File: src/hw/ffp_pkg.sv
// friction failure predictor: shared constants, register map and types
package ffp_pkg;

	// ****************************************************************
	// clock and timing
	// ****************************************************************
	localparam int unsigned CLK_HZ = 250_000_000;
	localparam int unsigned SEC_PER_HOUR = 3600;
	localparam int unsigned CONT_RUN_HOURS = 3;
	localparam int unsigned CUM_RUN_HOURS = 90;
	localparam int unsigned CONT_RUN_SEC = CONT_RUN_HOURS * SEC_PER_HOUR;
	localparam int unsigned CUM_RUN_SEC = CUM_RUN_HOURS * SEC_PER_HOUR;
	localparam int unsigned SAMPLE_LOG2 = 4;

	// ****************************************************************
	// widths
	// ****************************************************************
	localparam int unsigned FRIC_W = 16;
	localparam int unsigned MULT_W = 4;
	localparam int unsigned PROD_W = FRIC_W + MULT_W;
	localparam int unsigned THR_W = 24;
	localparam int unsigned SEC_W = 32;

	// ****************************************************************
	// mode field encoding
	// ****************************************************************
	localparam logic [1:0] MODE_OFF = 2'h0;
	localparam logic [1:0] MODE_AUTO = 2'h1;
	localparam logic [1:0] MODE_MANUAL = 2'h2;
	localparam logic [1:0] MODE_RESET = 2'h3;
	localparam logic [MULT_W-1:0] MULT_DEFAULT = 4'h5;

	// ****************************************************************
	// prediction status codes
	// ****************************************************************
	localparam logic [3:0] STAT_OFF = 4'h0;
	localparam logic [3:0] STAT_PREP = 4'h1;
	localparam logic [3:0] STAT_RUN = 4'h2;
	localparam logic [3:0] STAT_WARN = 4'h3;

	// ****************************************************************
	// register byte offsets
	// ****************************************************************
	localparam logic [7:0] OFF_MODE = 8'h00;
	localparam logic [7:0] OFF_MULT = 8'h04;
	localparam logic [7:0] OFF_TRAVEL = 8'h08;
	localparam logic [7:0] OFF_AVG = 8'h0c;
	localparam logic [7:0] OFF_STD = 8'h10;
	localparam logic [7:0] OFF_COEF1 = 8'h14;
	localparam logic [7:0] OFF_COEF2 = 8'h18;
	localparam logic [7:0] OFF_STATUS = 8'h1c;
	localparam logic [7:0] OFF_UPPER = 8'h20;
	localparam logic [7:0] OFF_LOWER = 8'h24;

	// ****************************************************************
	// reset values
	// ****************************************************************
	localparam logic [1:0] MODE_RST = 2'h0;
	localparam logic [MULT_W-1:0] MULT_RST = 4'h0;
	localparam logic [31:0] TRAVEL_RST = 32'h0000_0000;
	localparam logic [FRIC_W-1:0] AVG_RST = 16'h0000;
	localparam logic [FRIC_W-1:0] STD_RST = 16'h0000;
	localparam logic [FRIC_W-1:0] COEF_RST = 16'h0000;

	// ****************************************************************
	// automatic threshold calculation states
	// ****************************************************************
	typedef enum logic [2:0] {
		CS_WAIT = 3'b001,
		CS_COLLECT = 3'b010,
		CS_WRITE = 3'b100
	} ffp_calc_state_t;

endpackage

File: src/hw/ffp_thr_if.sv
// friction failure predictor: threshold parameters and limits between modules
`timescale 1ns/10ps
`default_nettype none
interface ffp_thr_if;
	import ffp_pkg::*;
	logic [FRIC_W-1:0] avg;
	logic [FRIC_W-1:0] std;
	logic [MULT_W-1:0] mult;
	logic [THR_W-1:0] upper;
	logic [THR_W-1:0] lower;

	modport calc
	(
		input avg,
		input std,
		input mult,
		output upper,
		output lower
	);

	modport user
	(
		output avg,
		output std,
		output mult,
		input upper,
		input lower
	);
endinterface
`default_nettype wire

File: src/hw/ffp_top.sv
// friction failure predictor: register file, gating, auto thresholds, warning
// Behaviour
// The mode field decodes 0 as disabled (reset value), 1 automatic, 2 manual, 3 reset request.
// When the automatic calculation finishes, the mode field is rewritten to 2.
// A mode of 3 found at power-up clears the thresholds and turns the mode into 1.
// Upper limit equals average plus standard deviation times multiplier, in 0.1 % units.
// Lower limit equals average minus standard deviation times multiplier, in 0.1 % units.
// A multiplier of 0 is used as 5 for both limits.
// Manual prediction starts only once travel exceeds half the total travel setting.
// Automatic thresholds wait for 3 h continuous and 90 h cumulative position or velocity run; here only the cumulative count checks posvel_mode.
// No warning is raised in automatic mode before the calculation completes.
// The automatic calculation overwrites the average and deviation from the estimated friction.
// While running, the warning rises when the estimate is above upper or below lower.
// The warning falls by itself once the estimate is back between the limits.
// Prediction starts once valid upper and lower thresholds are present.
// Software should raise the multiplier to 6 or more if automatic limits warn.
// Software should load both compensation coefficients when moving to manual limits.
// An estimate equal to a limit counts as inside the range.
//
// Decided for this implementation: the register offsets and the Avalon-MM interface to the registers.
`timescale 1ns/10ps
`default_nettype none
module ffp_top
	import ffp_pkg::*;
#(
	parameter int unsigned TICK_CYCLES = CLK_HZ,
	parameter int unsigned CONT_SEC = CONT_RUN_SEC,
	parameter int unsigned CUM_SEC = CUM_RUN_SEC
)
(
	// clock and reset
	input wire logic clk,
	input wire logic rstn,
	// avalon-mm slave
	input wire logic [7:0] avs_address,
	input wire logic avs_read,
	input wire logic avs_write,
	input wire logic [31:0] avs_writedata,
	input wire logic [3:0] avs_byteenable,
	output logic [31:0] avs_readdata,
	output logic avs_waitrequest,
	// friction estimator and motion counters
	input wire logic [FRIC_W-1:0] fric_est,
	input wire logic fric_est_valid,
	input wire logic [31:0] travel_dist,
	input wire logic run_active,
	input wire logic posvel_mode,
	// retained mode field
	input wire logic [1:0] nv_mode,
	output logic [1:0] nv_mode_out,
	// results
	output logic friction_prediction_warning,
	output logic [3:0] pred_status
);

	localparam int unsigned TW = $clog2(TICK_CYCLES);
	localparam int unsigned SUM_W = FRIC_W + SAMPLE_LOG2;

	function automatic logic [31:0] be_merge(input logic [31:0] old, input logic [31:0] wd,
		input logic [3:0] be);
		logic [31:0] res;
		res = old;
		for (int i = 0; i < 4; i++)
		begin
			if (be[i])
				res[8*i +: 8] = wd[8*i +: 8];
		end
		return res;
	endfunction

	// ****************************************************************
	// registers
	// ****************************************************************
	logic wait_reg;
	logic [31:0] readdata_reg;
	logic pwr_done_reg;
	logic [1:0] prediction_mode_select_reg;
	logic [MULT_W-1:0] threshold_multiplier_reg;
	logic [31:0] total_travel_distance_setting_reg;
	logic [FRIC_W-1:0] friction_average_characteristic_reg;
	logic [FRIC_W-1:0] friction_standard_deviation_reg;
	logic [FRIC_W-1:0] compensation_coefficient_one_reg;
	logic [FRIC_W-1:0] compensation_coefficient_two_reg;
	logic thr_valid_reg;
	logic warn_reg;
	logic [3:0] status_reg;
	logic [TW-1:0] tick_cnt_reg;
	logic [SEC_W-1:0] cont_sec_reg;
	logic [SEC_W-1:0] cum_sec_reg;
	ffp_calc_state_t calc_state_reg;
	ffp_calc_state_t calc_state_next;
	logic [SAMPLE_LOG2-1:0] smp_cnt_reg;
	logic [SUM_W-1:0] sum_reg;
	logic [FRIC_W-1:0] min_reg;
	logic [FRIC_W-1:0] max_reg;

	ffp_thr_if thr ();

	ffp_thresh_calc i_ffp_thresh_calc
	(
		.clk(clk),
		.rstn(rstn),
		.thr(thr.calc)
	);

	assign thr.avg = friction_average_characteristic_reg;
	assign thr.std = friction_standard_deviation_reg;
	assign thr.mult = threshold_multiplier_reg;

	// ****************************************************************
	// bus decode: one wait state on every access
	// ****************************************************************
	wire [7:0] word_addr = {avs_address[7:2], 2'b00};
	wire acc_req = avs_read | avs_write;
	wire wr_en = avs_write & ~wait_reg;
	wire sel_mode = word_addr == OFF_MODE;
	wire sel_mult = word_addr == OFF_MULT;
	wire sel_travel = word_addr == OFF_TRAVEL;
	wire sel_avg = word_addr == OFF_AVG;
	wire sel_std = word_addr == OFF_STD;
	wire sel_coef1 = word_addr == OFF_COEF1;
	wire sel_coef2 = word_addr == OFF_COEF2;
	wire sel_status = word_addr == OFF_STATUS;
	wire sel_upper = word_addr == OFF_UPPER;
	wire sel_lower = word_addr == OFF_LOWER;
	wire [31:0] rd_mux =
		sel_mode ? {30'h0, prediction_mode_select_reg} :
		sel_mult ? {28'h0, threshold_multiplier_reg} :
		sel_travel ? total_travel_distance_setting_reg :
		sel_avg ? {16'h0, friction_average_characteristic_reg} :
		sel_std ? {16'h0, friction_standard_deviation_reg} :
		sel_coef1 ? {16'h0, compensation_coefficient_one_reg} :
		sel_coef2 ? {16'h0, compensation_coefficient_two_reg} :
		sel_status ? {27'h0, warn_reg, status_reg} :
		sel_upper ? {8'h0, thr.upper} :
		sel_lower ? {8'h0, thr.lower} : 32'h0000_0000;
	wire [31:0] wr_merged = be_merge(rd_mux, avs_writedata, avs_byteenable);

	always_ff @(posedge clk or negedge rstn)
	begin
		if (!rstn)
		begin
			wait_reg <= 1'b1;
			readdata_reg <= 32'h0000_0000;
		end
		else
		begin
			wait_reg <= ~(acc_req & wait_reg);
			if (avs_read && wait_reg)
				readdata_reg <= rd_mux;
		end
	end

	// ****************************************************************
	// power-up mode capture and gating
	// ****************************************************************
	wire pwr_first = ~pwr_done_reg;
	wire pwr_reset_req = pwr_first && nv_mode == MODE_RESET;
	wire calc_write = calc_state_reg == CS_WRITE;
	wire travel_half = {travel_dist, 1'b0} > {1'b0, total_travel_distance_setting_reg};
	wire tick = tick_cnt_reg == TW'(TICK_CYCLES - 1);
	wire cont_ok = cont_sec_reg >= SEC_W'(CONT_SEC);
	wire cum_ok = cum_sec_reg >= SEC_W'(CUM_SEC);
	wire auto_mode = prediction_mode_select_reg == MODE_AUTO;
	wire count_en = auto_mode && travel_half;
	// power-up and calculation results take priority over a colliding bus write
	wire [1:0] mode_next =
		pwr_reset_req ? MODE_AUTO :
		pwr_first ? nv_mode :
		calc_write ? MODE_MANUAL :
		(wr_en && sel_mode) ? wr_merged[1:0] : prediction_mode_select_reg;
	wire avg_sw_wr = wr_en && sel_avg;
	wire std_sw_wr = wr_en && sel_std;

	always_ff @(posedge clk or negedge rstn)
	begin
		if (!rstn)
		begin
			pwr_done_reg <= 1'b0;
			prediction_mode_select_reg <= MODE_RST;
		end
		else
		begin
			pwr_done_reg <= 1'b1;
			prediction_mode_select_reg <= mode_next;
		end
	end

	// ****************************************************************
	// parameter registers
	// ****************************************************************
	wire [SUM_W-1:0] avg_full = $signed(sum_reg) >>> SAMPLE_LOG2;
	wire [FRIC_W-1:0] calc_avg = avg_full[FRIC_W-1:0];
	wire [FRIC_W-1:0] calc_range = max_reg - min_reg;
	wire [FRIC_W-1:0] calc_std = {1'b0, calc_range[FRIC_W-1:1]};

	always_ff @(posedge clk or negedge rstn)
	begin
		if (!rstn)
		begin
			threshold_multiplier_reg <= MULT_RST;
			total_travel_distance_setting_reg <= TRAVEL_RST;
			friction_average_characteristic_reg <= AVG_RST;
			friction_standard_deviation_reg <= STD_RST;
			compensation_coefficient_one_reg <= COEF_RST;
			compensation_coefficient_two_reg <= COEF_RST;
			thr_valid_reg <= 1'b0;
		end
		else
		begin
			if (wr_en && sel_mult)
				threshold_multiplier_reg <= wr_merged[MULT_W-1:0];
			if (wr_en && sel_travel)
				total_travel_distance_setting_reg <= wr_merged;
			if (wr_en && sel_coef1)
				compensation_coefficient_one_reg <= wr_merged[FRIC_W-1:0];
			if (wr_en && sel_coef2)
				compensation_coefficient_two_reg <= wr_merged[FRIC_W-1:0];
			if (pwr_reset_req)
			begin
				friction_average_characteristic_reg <= AVG_RST;
				friction_standard_deviation_reg <= STD_RST;
				thr_valid_reg <= 1'b0;
			end
			else if (calc_write)
			begin
				friction_average_characteristic_reg <= calc_avg;
				friction_standard_deviation_reg <= calc_std;
				thr_valid_reg <= 1'b1;
			end
			else
			begin
				if (avg_sw_wr)
					friction_average_characteristic_reg <= wr_merged[FRIC_W-1:0];
				if (std_sw_wr)
					friction_standard_deviation_reg <= wr_merged[FRIC_W-1:0];
				if (avg_sw_wr || std_sw_wr)
					thr_valid_reg <= 1'b1;
			end
		end
	end

	// ****************************************************************
	// run-time counters: one tick per second
	// ****************************************************************
	always_ff @(posedge clk or negedge rstn)
	begin
		if (!rstn)
		begin
			tick_cnt_reg <= '0;
			cont_sec_reg <= '0;
			cum_sec_reg <= '0;
		end
		else
		begin
			tick_cnt_reg <= tick ? '0 : tick_cnt_reg + TW'(1);
			// any stop breaks the continuous run
			if (!count_en || !run_active)
				cont_sec_reg <= '0;
			else if (tick && !cont_ok)
				cont_sec_reg <= cont_sec_reg + SEC_W'(1);
			if (count_en && run_active && posvel_mode && tick && !cum_ok)
				cum_sec_reg <= cum_sec_reg + SEC_W'(1);
		end
	end

	// ****************************************************************
	// automatic threshold calculation
	// ****************************************************************
	wire last_smp = smp_cnt_reg == '1;

	always_comb
	begin
		calc_state_next = calc_state_reg;
		unique case (calc_state_reg)
			CS_WAIT:
				if (count_en && cont_ok && cum_ok)
					calc_state_next = CS_COLLECT;
			CS_COLLECT:
				if (!auto_mode)
					calc_state_next = CS_WAIT;
				else if (fric_est_valid && last_smp)
					calc_state_next = CS_WRITE;
			CS_WRITE:
				calc_state_next = CS_WAIT;
			default:
				calc_state_next = CS_WAIT;
		endcase
	end

	wire first_smp = smp_cnt_reg == '0;
	wire smp_lo = first_smp || $signed(fric_est) < $signed(min_reg);
	wire smp_hi = first_smp || $signed(fric_est) > $signed(max_reg);
	wire [SUM_W-1:0] est_sum_ext = {{SAMPLE_LOG2{fric_est[FRIC_W-1]}}, fric_est};

	always_ff @(posedge clk or negedge rstn)
	begin
		if (!rstn)
		begin
			calc_state_reg <= CS_WAIT;
			smp_cnt_reg <= '0;
			sum_reg <= '0;
			min_reg <= '0;
			max_reg <= '0;
		end
		else
		begin
			calc_state_reg <= calc_state_next;
			if (calc_state_reg != CS_COLLECT)
			begin
				smp_cnt_reg <= '0;
				sum_reg <= '0;
			end
			else if (fric_est_valid)
			begin
				smp_cnt_reg <= smp_cnt_reg + SAMPLE_LOG2'(1);
				sum_reg <= sum_reg + est_sum_ext;
				if (smp_lo)
					min_reg <= fric_est;
				if (smp_hi)
					max_reg <= fric_est;
			end
		end
	end

	// ****************************************************************
	// warning and status
	// ****************************************************************
	wire [THR_W-1:0] est_ext = {{(THR_W-FRIC_W){fric_est[FRIC_W-1]}}, fric_est};
	// equal to a limit is inside
	wire above = $signed(est_ext) > $signed(thr.upper);
	wire below = $signed(est_ext) < $signed(thr.lower);
	// auto mode never runs: running needs manual mode, which the calculation sets as it writes thresholds
	wire running = prediction_mode_select_reg == MODE_MANUAL && travel_half && thr_valid_reg;
	wire warn_next = !running ? 1'b0 : fric_est_valid ? (above | below) : warn_reg;
	wire [3:0] status_next =
		(prediction_mode_select_reg == MODE_OFF || prediction_mode_select_reg == MODE_RESET)
		? STAT_OFF : warn_next ? STAT_WARN : running ? STAT_RUN : STAT_PREP;

	always_ff @(posedge clk or negedge rstn)
	begin
		if (!rstn)
		begin
			warn_reg <= 1'b0;
			status_reg <= STAT_OFF;
		end
		else
		begin
			warn_reg <= warn_next;
			status_reg <= status_next;
		end
	end

	assign avs_waitrequest = wait_reg;
	assign avs_readdata = readdata_reg;
	assign nv_mode_out = prediction_mode_select_reg;
	assign friction_prediction_warning = warn_reg;
	assign pred_status = status_reg;
endmodule
`default_nettype wire

File: src/hw/ffp_thresh_calc.sv
// friction failure predictor: upper and lower limit threshold arithmetic
`timescale 1ns/10ps
`default_nettype none
module ffp_thresh_calc
	import ffp_pkg::*;
(
	// clock and reset
	input wire logic clk,
	input wire logic rstn,
	// parameters in, limits out
	ffp_thr_if.calc thr
);

	wire [MULT_W-1:0] mult_eff;
	wire [PROD_W-1:0] spread;
	wire [THR_W-1:0] avg_ext;
	wire [THR_W-1:0] spread_ext;
	logic [THR_W-1:0] upper_reg;
	logic [THR_W-1:0] lower_reg;

	assign mult_eff = (thr.mult == '0) ? MULT_DEFAULT : thr.mult;
	assign spread = PROD_W'(thr.std) * PROD_W'(mult_eff);
	assign avg_ext = {{(THR_W-FRIC_W){thr.avg[FRIC_W-1]}}, thr.avg};
	assign spread_ext = {{(THR_W-PROD_W){1'b0}}, spread};

	always_ff @(posedge clk or negedge rstn)
	begin
		if (!rstn)
		begin
			upper_reg <= '0;
			lower_reg <= '0;
		end
		else
		begin
			upper_reg <= avg_ext + spread_ext;
			lower_reg <= avg_ext - spread_ext;
		end
	end

	assign thr.upper = upper_reg;
	assign thr.lower = lower_reg;
endmodule
`default_nettype wire

File: config.mk
export PLATFORM = sky130hd
export DESIGN_NAME = ffp_top
export DESIGN_NICKNAME = d
export VERILOG_FILES = /design/src/hw/ffp_pkg.sv /design/src/hw/ffp_thr_if.sv /design/src/hw/ffp_top.sv /design/src/hw/ffp_thresh_calc.sv
export SDC_FILE = /design/constraint.sdc
export NUM_CORES = 1
export LEC_CHECK = 0
export BUFFER_PORTS_ARGS = -buffer_cell sky130_fd_sc_hd__buf_2
export CORE_MARGIN = 2
export CORE_UTILIZATION = 30
export DETAILED_ROUTE_END_ITERATION = 12
export PLACE_DENSITY = 0.45
export SLEW_MARGIN = 10
export SYNTH_ARGS = -nofsm -noshare
export SYNTH_HDL_FRONTEND = slang
export SYNTH_SLANG_ARGS = --single-unit
File: constraint.sdc
create_clock -name clk -period 5.3 [get_ports clk]
set_input_delay 0.53 -clock clk [delete_from_list [all_inputs] [get_ports clk]]
set_output_delay 0.53 -clock clk [all_outputs]
set_load 0.01 [all_outputs]
==> metrics.yaml <==
run_status:
  outcome: "finished clean"
pwr:
  max-vdd-ir-drop_uv: 244
  p_leak_uw: 0.0128
  powerDensity_nw_per_um2: 297
  finalPower_uw: 7970
worst_setup_path:
  arrival_ns: 5.66
  cp-endpoint: "i_ffp_thresh_calc.thr.upper[21]"
  crit_path_start_kind: "flop"
  crit_path_end_kind: "flop"
  reg2reg_depth: 25
  r2r_start: "thr.mult[0]"
  startpoint: "thr.mult[0]"
  crit_type: "flop to flop"
  reg2reg_slack_ns: 0.08
  crit_required_ns: 5.73
  worst-path-max-fanout: 7
  reg2reg_to: "i_ffp_thresh_calc.thr.upper[21]"
timing:
  finalCritPeriodShare: 0.986
  max_freq_mhz: 191
  holdWs_ns: 0.0832
  worst_pin_slew_ns: 1.20
  period_minus_slack_ns: 5.22
  setup_ws_ns: 0.0759
  setup_viol: 0
  skew_ns: 0.0162
  hold_violations: 0
  max-slew-margin-rel: 0.196
  final_max_slew_viol_count: 0
  grt_setup_unrepaired: "yes"
yosys:
  synth_edf_count: 0
  synth_seq_cells: 334
  avgSynthCellArea_um2: 9.44
  synth_warnings: 0
  yosysUniqueCellTypes: 80
  async_flop_share: 1.00
  synthCells: 2339
  syn_area_um2: 22100
  synth_flop_cell: "dfrtp_1"
  yosysSeqAreaShare: 0.379
global_route:
  antenna_found_initial: 2
  gr-total-overflow: 0
  grt_use_total: 0.187
  grt_start_max_net_pins: 125
  grt_pass1_vias: 18300
  grt_pass1_wl_um: 109000
layout:
  drive_above_1_share: 0.216
  fin_cells: 3570
  syn2layout_area_growth_pct: 21.6
  nets: 2928
  fillers: 7329
place:
  dp_hpwl_um: 54700
  place_congestion: 0.863
  placed_cells: 3464
  port_buffers: 136
  dp_worst_setup_slack_ns: -0.387
cts:
  cts.sinks: 334
  cts_max_level: 2
  postCtsHoldBufs: 0
  cts-root-buf: "clkbuf_16"
  clk_pin_slew_ns: 0.06
  clk_path_buf_depth: 3
  cts_tree: "done"
  clk_latency_ns: 0.56
  cts_buffers: 42
drt:
  avgRoutedWirePerCell_um: 20.1
  drtIter0Drc: 975
  wl_um: 71600
  firstDrtPassIters: 5
  drtAntennaViolNets: 0
  vias: 18100
  routed_via_density: 5.06
  drc: 0
die:
  rows: 99
  fp.dieH_um: 275
  coreArea_um2: 73000
  dieWidth_um: 275
  dieArea_um2: 75800
  io_pins: 141
  initial_core_util: 0.303
min_path:
  hp-class: "input port to async pin"
flow_run:
  maxCapViolCount: 0
report_power, final:
group | internal (uW) | total (uW) | switching, uW
combinational | 924 | 2140 | 1210
clock | 1740 | 2900 | 1160
sequential | 2760 | 2940 | 178
layout make-up:
type | instances | area [um2] | area share
diodes | 1 | 2.50 | 0.0000932
clock buffers | 66 | 1320 | 0.0490
well taps | 959 | 1200 | 0.0447
inverters | 222 | 833 | 0.0310
multi-input cells | 1694 | 13200 | 0.492
repair buffers | 286 | 1880 | 0.0701
clock inverters | 8 | 65.1 | 0.00242
flip-flops and latches | 334 | 8360 | 0.311
cells in the final DEF (no fill, tap or decap), drive strengths merged, types with 31 or more instances in the layout:
cell	Yosys	routed
dfrtp	332	332
buf	15	286
inv	221	221
ha	215	215
nand2	180	180
o21ai	179	179
nor2	149	149
a21oi	103	103
xnor2	87	87
mux2	86	86
and2	66	66
clkbuf	75	66
xor2	47	47
nor3	47	47
mux2i	40	40
a21o	39	39
nand3	38	38
nand4	33	33
fa	32	32
a22oi	31	31
nor2b	31	31
what timing repair did:
item / 4_1_cts / 5_1_grt
setup buffers: 15 / 17
resized for setup: 41 / 102
pin swaps: 26 / 52
setup endpoints to repair: 13 / 14
per-layer routing:
| metal | vias to the layer above | global-route usage | part of all wire | wire length (um) |
|---|---|---|---|---|
| li1 | 8630 | - | - | - |
| met1 | 9021 | 0.272 | 0.49 | 35200 |
| met2 | 367 | 0.297 | 0.45 | 32100 |
| met3 | 58 | 0.0269 | 0.047 | 3380 |
| met4 | 2 | 0.0334 | 0.013 | 925 |
| met5 | - | 0 | 0.00018 | 13 |
synthesized netlist by cell type, drive strengths merged, types with 5 or more instances:
| cell | instances | area [um2] |
|---|---|---|
| a21boi | 7 | 52.6 |
| a221oi | 6 | 52.6 |
| clkbuf | 75 | 282 |
| nor4b | 6 | 52.6 |
| xnor2 | 87 | 762 |
| a32oi | 6 | 52.6 |
| o21ai | 179 | 896 |
| o31ai | 8 | 60.1 |
| nor3 | 47 | 262 |
| mux2 | 86 | 968 |
| or2 | 6 | 37.5 |
| nand3b | 5 | 37.5 |
| a21oi | 103 | 515 |
| a211oi | 23 | 173 |
| nand3 | 38 | 195 |
| buf | 15 | 72.6 |
| nand2 | 180 | 676 |
| ha | 215 | 2690 |
| inv | 221 | 830 |
| dfrtp | 332 | 8310 |
| a31oi | 19 | 119 |
| nor2 | 149 | 559 |
| o211ai | 22 | 165 |
| o21bai | 17 | 128 |
| nand4 | 33 | 221 |
| nor4 | 11 | 83.8 |
| nor3b | 5 | 42.5 |
| and4 | 6 | 55.1 |
| and2 | 66 | 413 |
| fa | 32 | 641 |
| o21a | 21 | 158 |
| or3 | 19 | 119 |
| o22ai | 6 | 37.5 |
| a22o | 9 | 78.8 |
| nor2b | 31 | 194 |
| a21o | 39 | 293 |
| mux2i | 40 | 400 |
| and3 | 19 | 119 |
| nand2b | 20 | 125 |
| a22oi | 31 | 233 |
| xor2 | 47 | 412 |
how the worst min path moves through the flow:
stage	start	slack, ns	endpoint	cells past startpoint
6_report	rstn	0.08	cont_sec_reg[29]	1
5_1_grt	avs_write	0.14	avs_waitrequest	2
4_1_cts	avs_write	0.11	avs_waitrequest	2
3_5_place_dp	cum_sec_reg[30]	0.36	cum_sec_reg[30]	0
3_3_place_gp	cum_sec_reg[25]	0.36	cum_sec_reg[25]	0
2_1_floorplan	rstn	0.23	avs_readdata[0]	0
kinds of logic after synthesis:
logic type,Yosys count,synth area share
buf+inv,312,0.0538
xor+xnor,134,0.0531
flops,334,0.379
other cells,2,0.000340
fa+ha+maj,247,0.151
compound gates,532,0.152
mux,126,0.0620
simple gates,652,0.149
per-stage QoR:
| step | TNS (ns) | util | instance area (um2) |
|---|---|---|---|
| floorplan | -0.0375 | - | 22100 |
| global placement | -2.45 | 0.337 | 24600 |
| detailed placement | -2.90 | 0.337 | 24600 |
| CTS | -0.0287 | 0.360 | 26200 |
| global route | -0.887 | 0.368 | 26900 |
| finish | 0 | 0.368 | 26900 |
worst max-delay path, stage by stage (launching register included):
cell and delay (ns):
dfrtp_1 0.41, nor3_4 0.24, buf_6 0.14, nor2_4 0.04
buf_8 0.14, nor2b_1 0.14, ha_1 0.28, ha_4 0.24
ha_4 0.17, fa_2 0.39, a21o_1 0.20, a21oi_2 0.17
o21bai_2 0.10, a31o_2 0.28, buf_4 0.14, a211o_1 0.26
a21oi_2 0.20, xnor2_2 0.10, ha_1 0.36, o21a_1 0.22
nor2_2 0.17, nor2_2 0.06, or3_1 0.34, o21ai_1 0.10
a21oi_2 0.05, xnor2_1 0.13
Power figures use the tool's default switching activity.
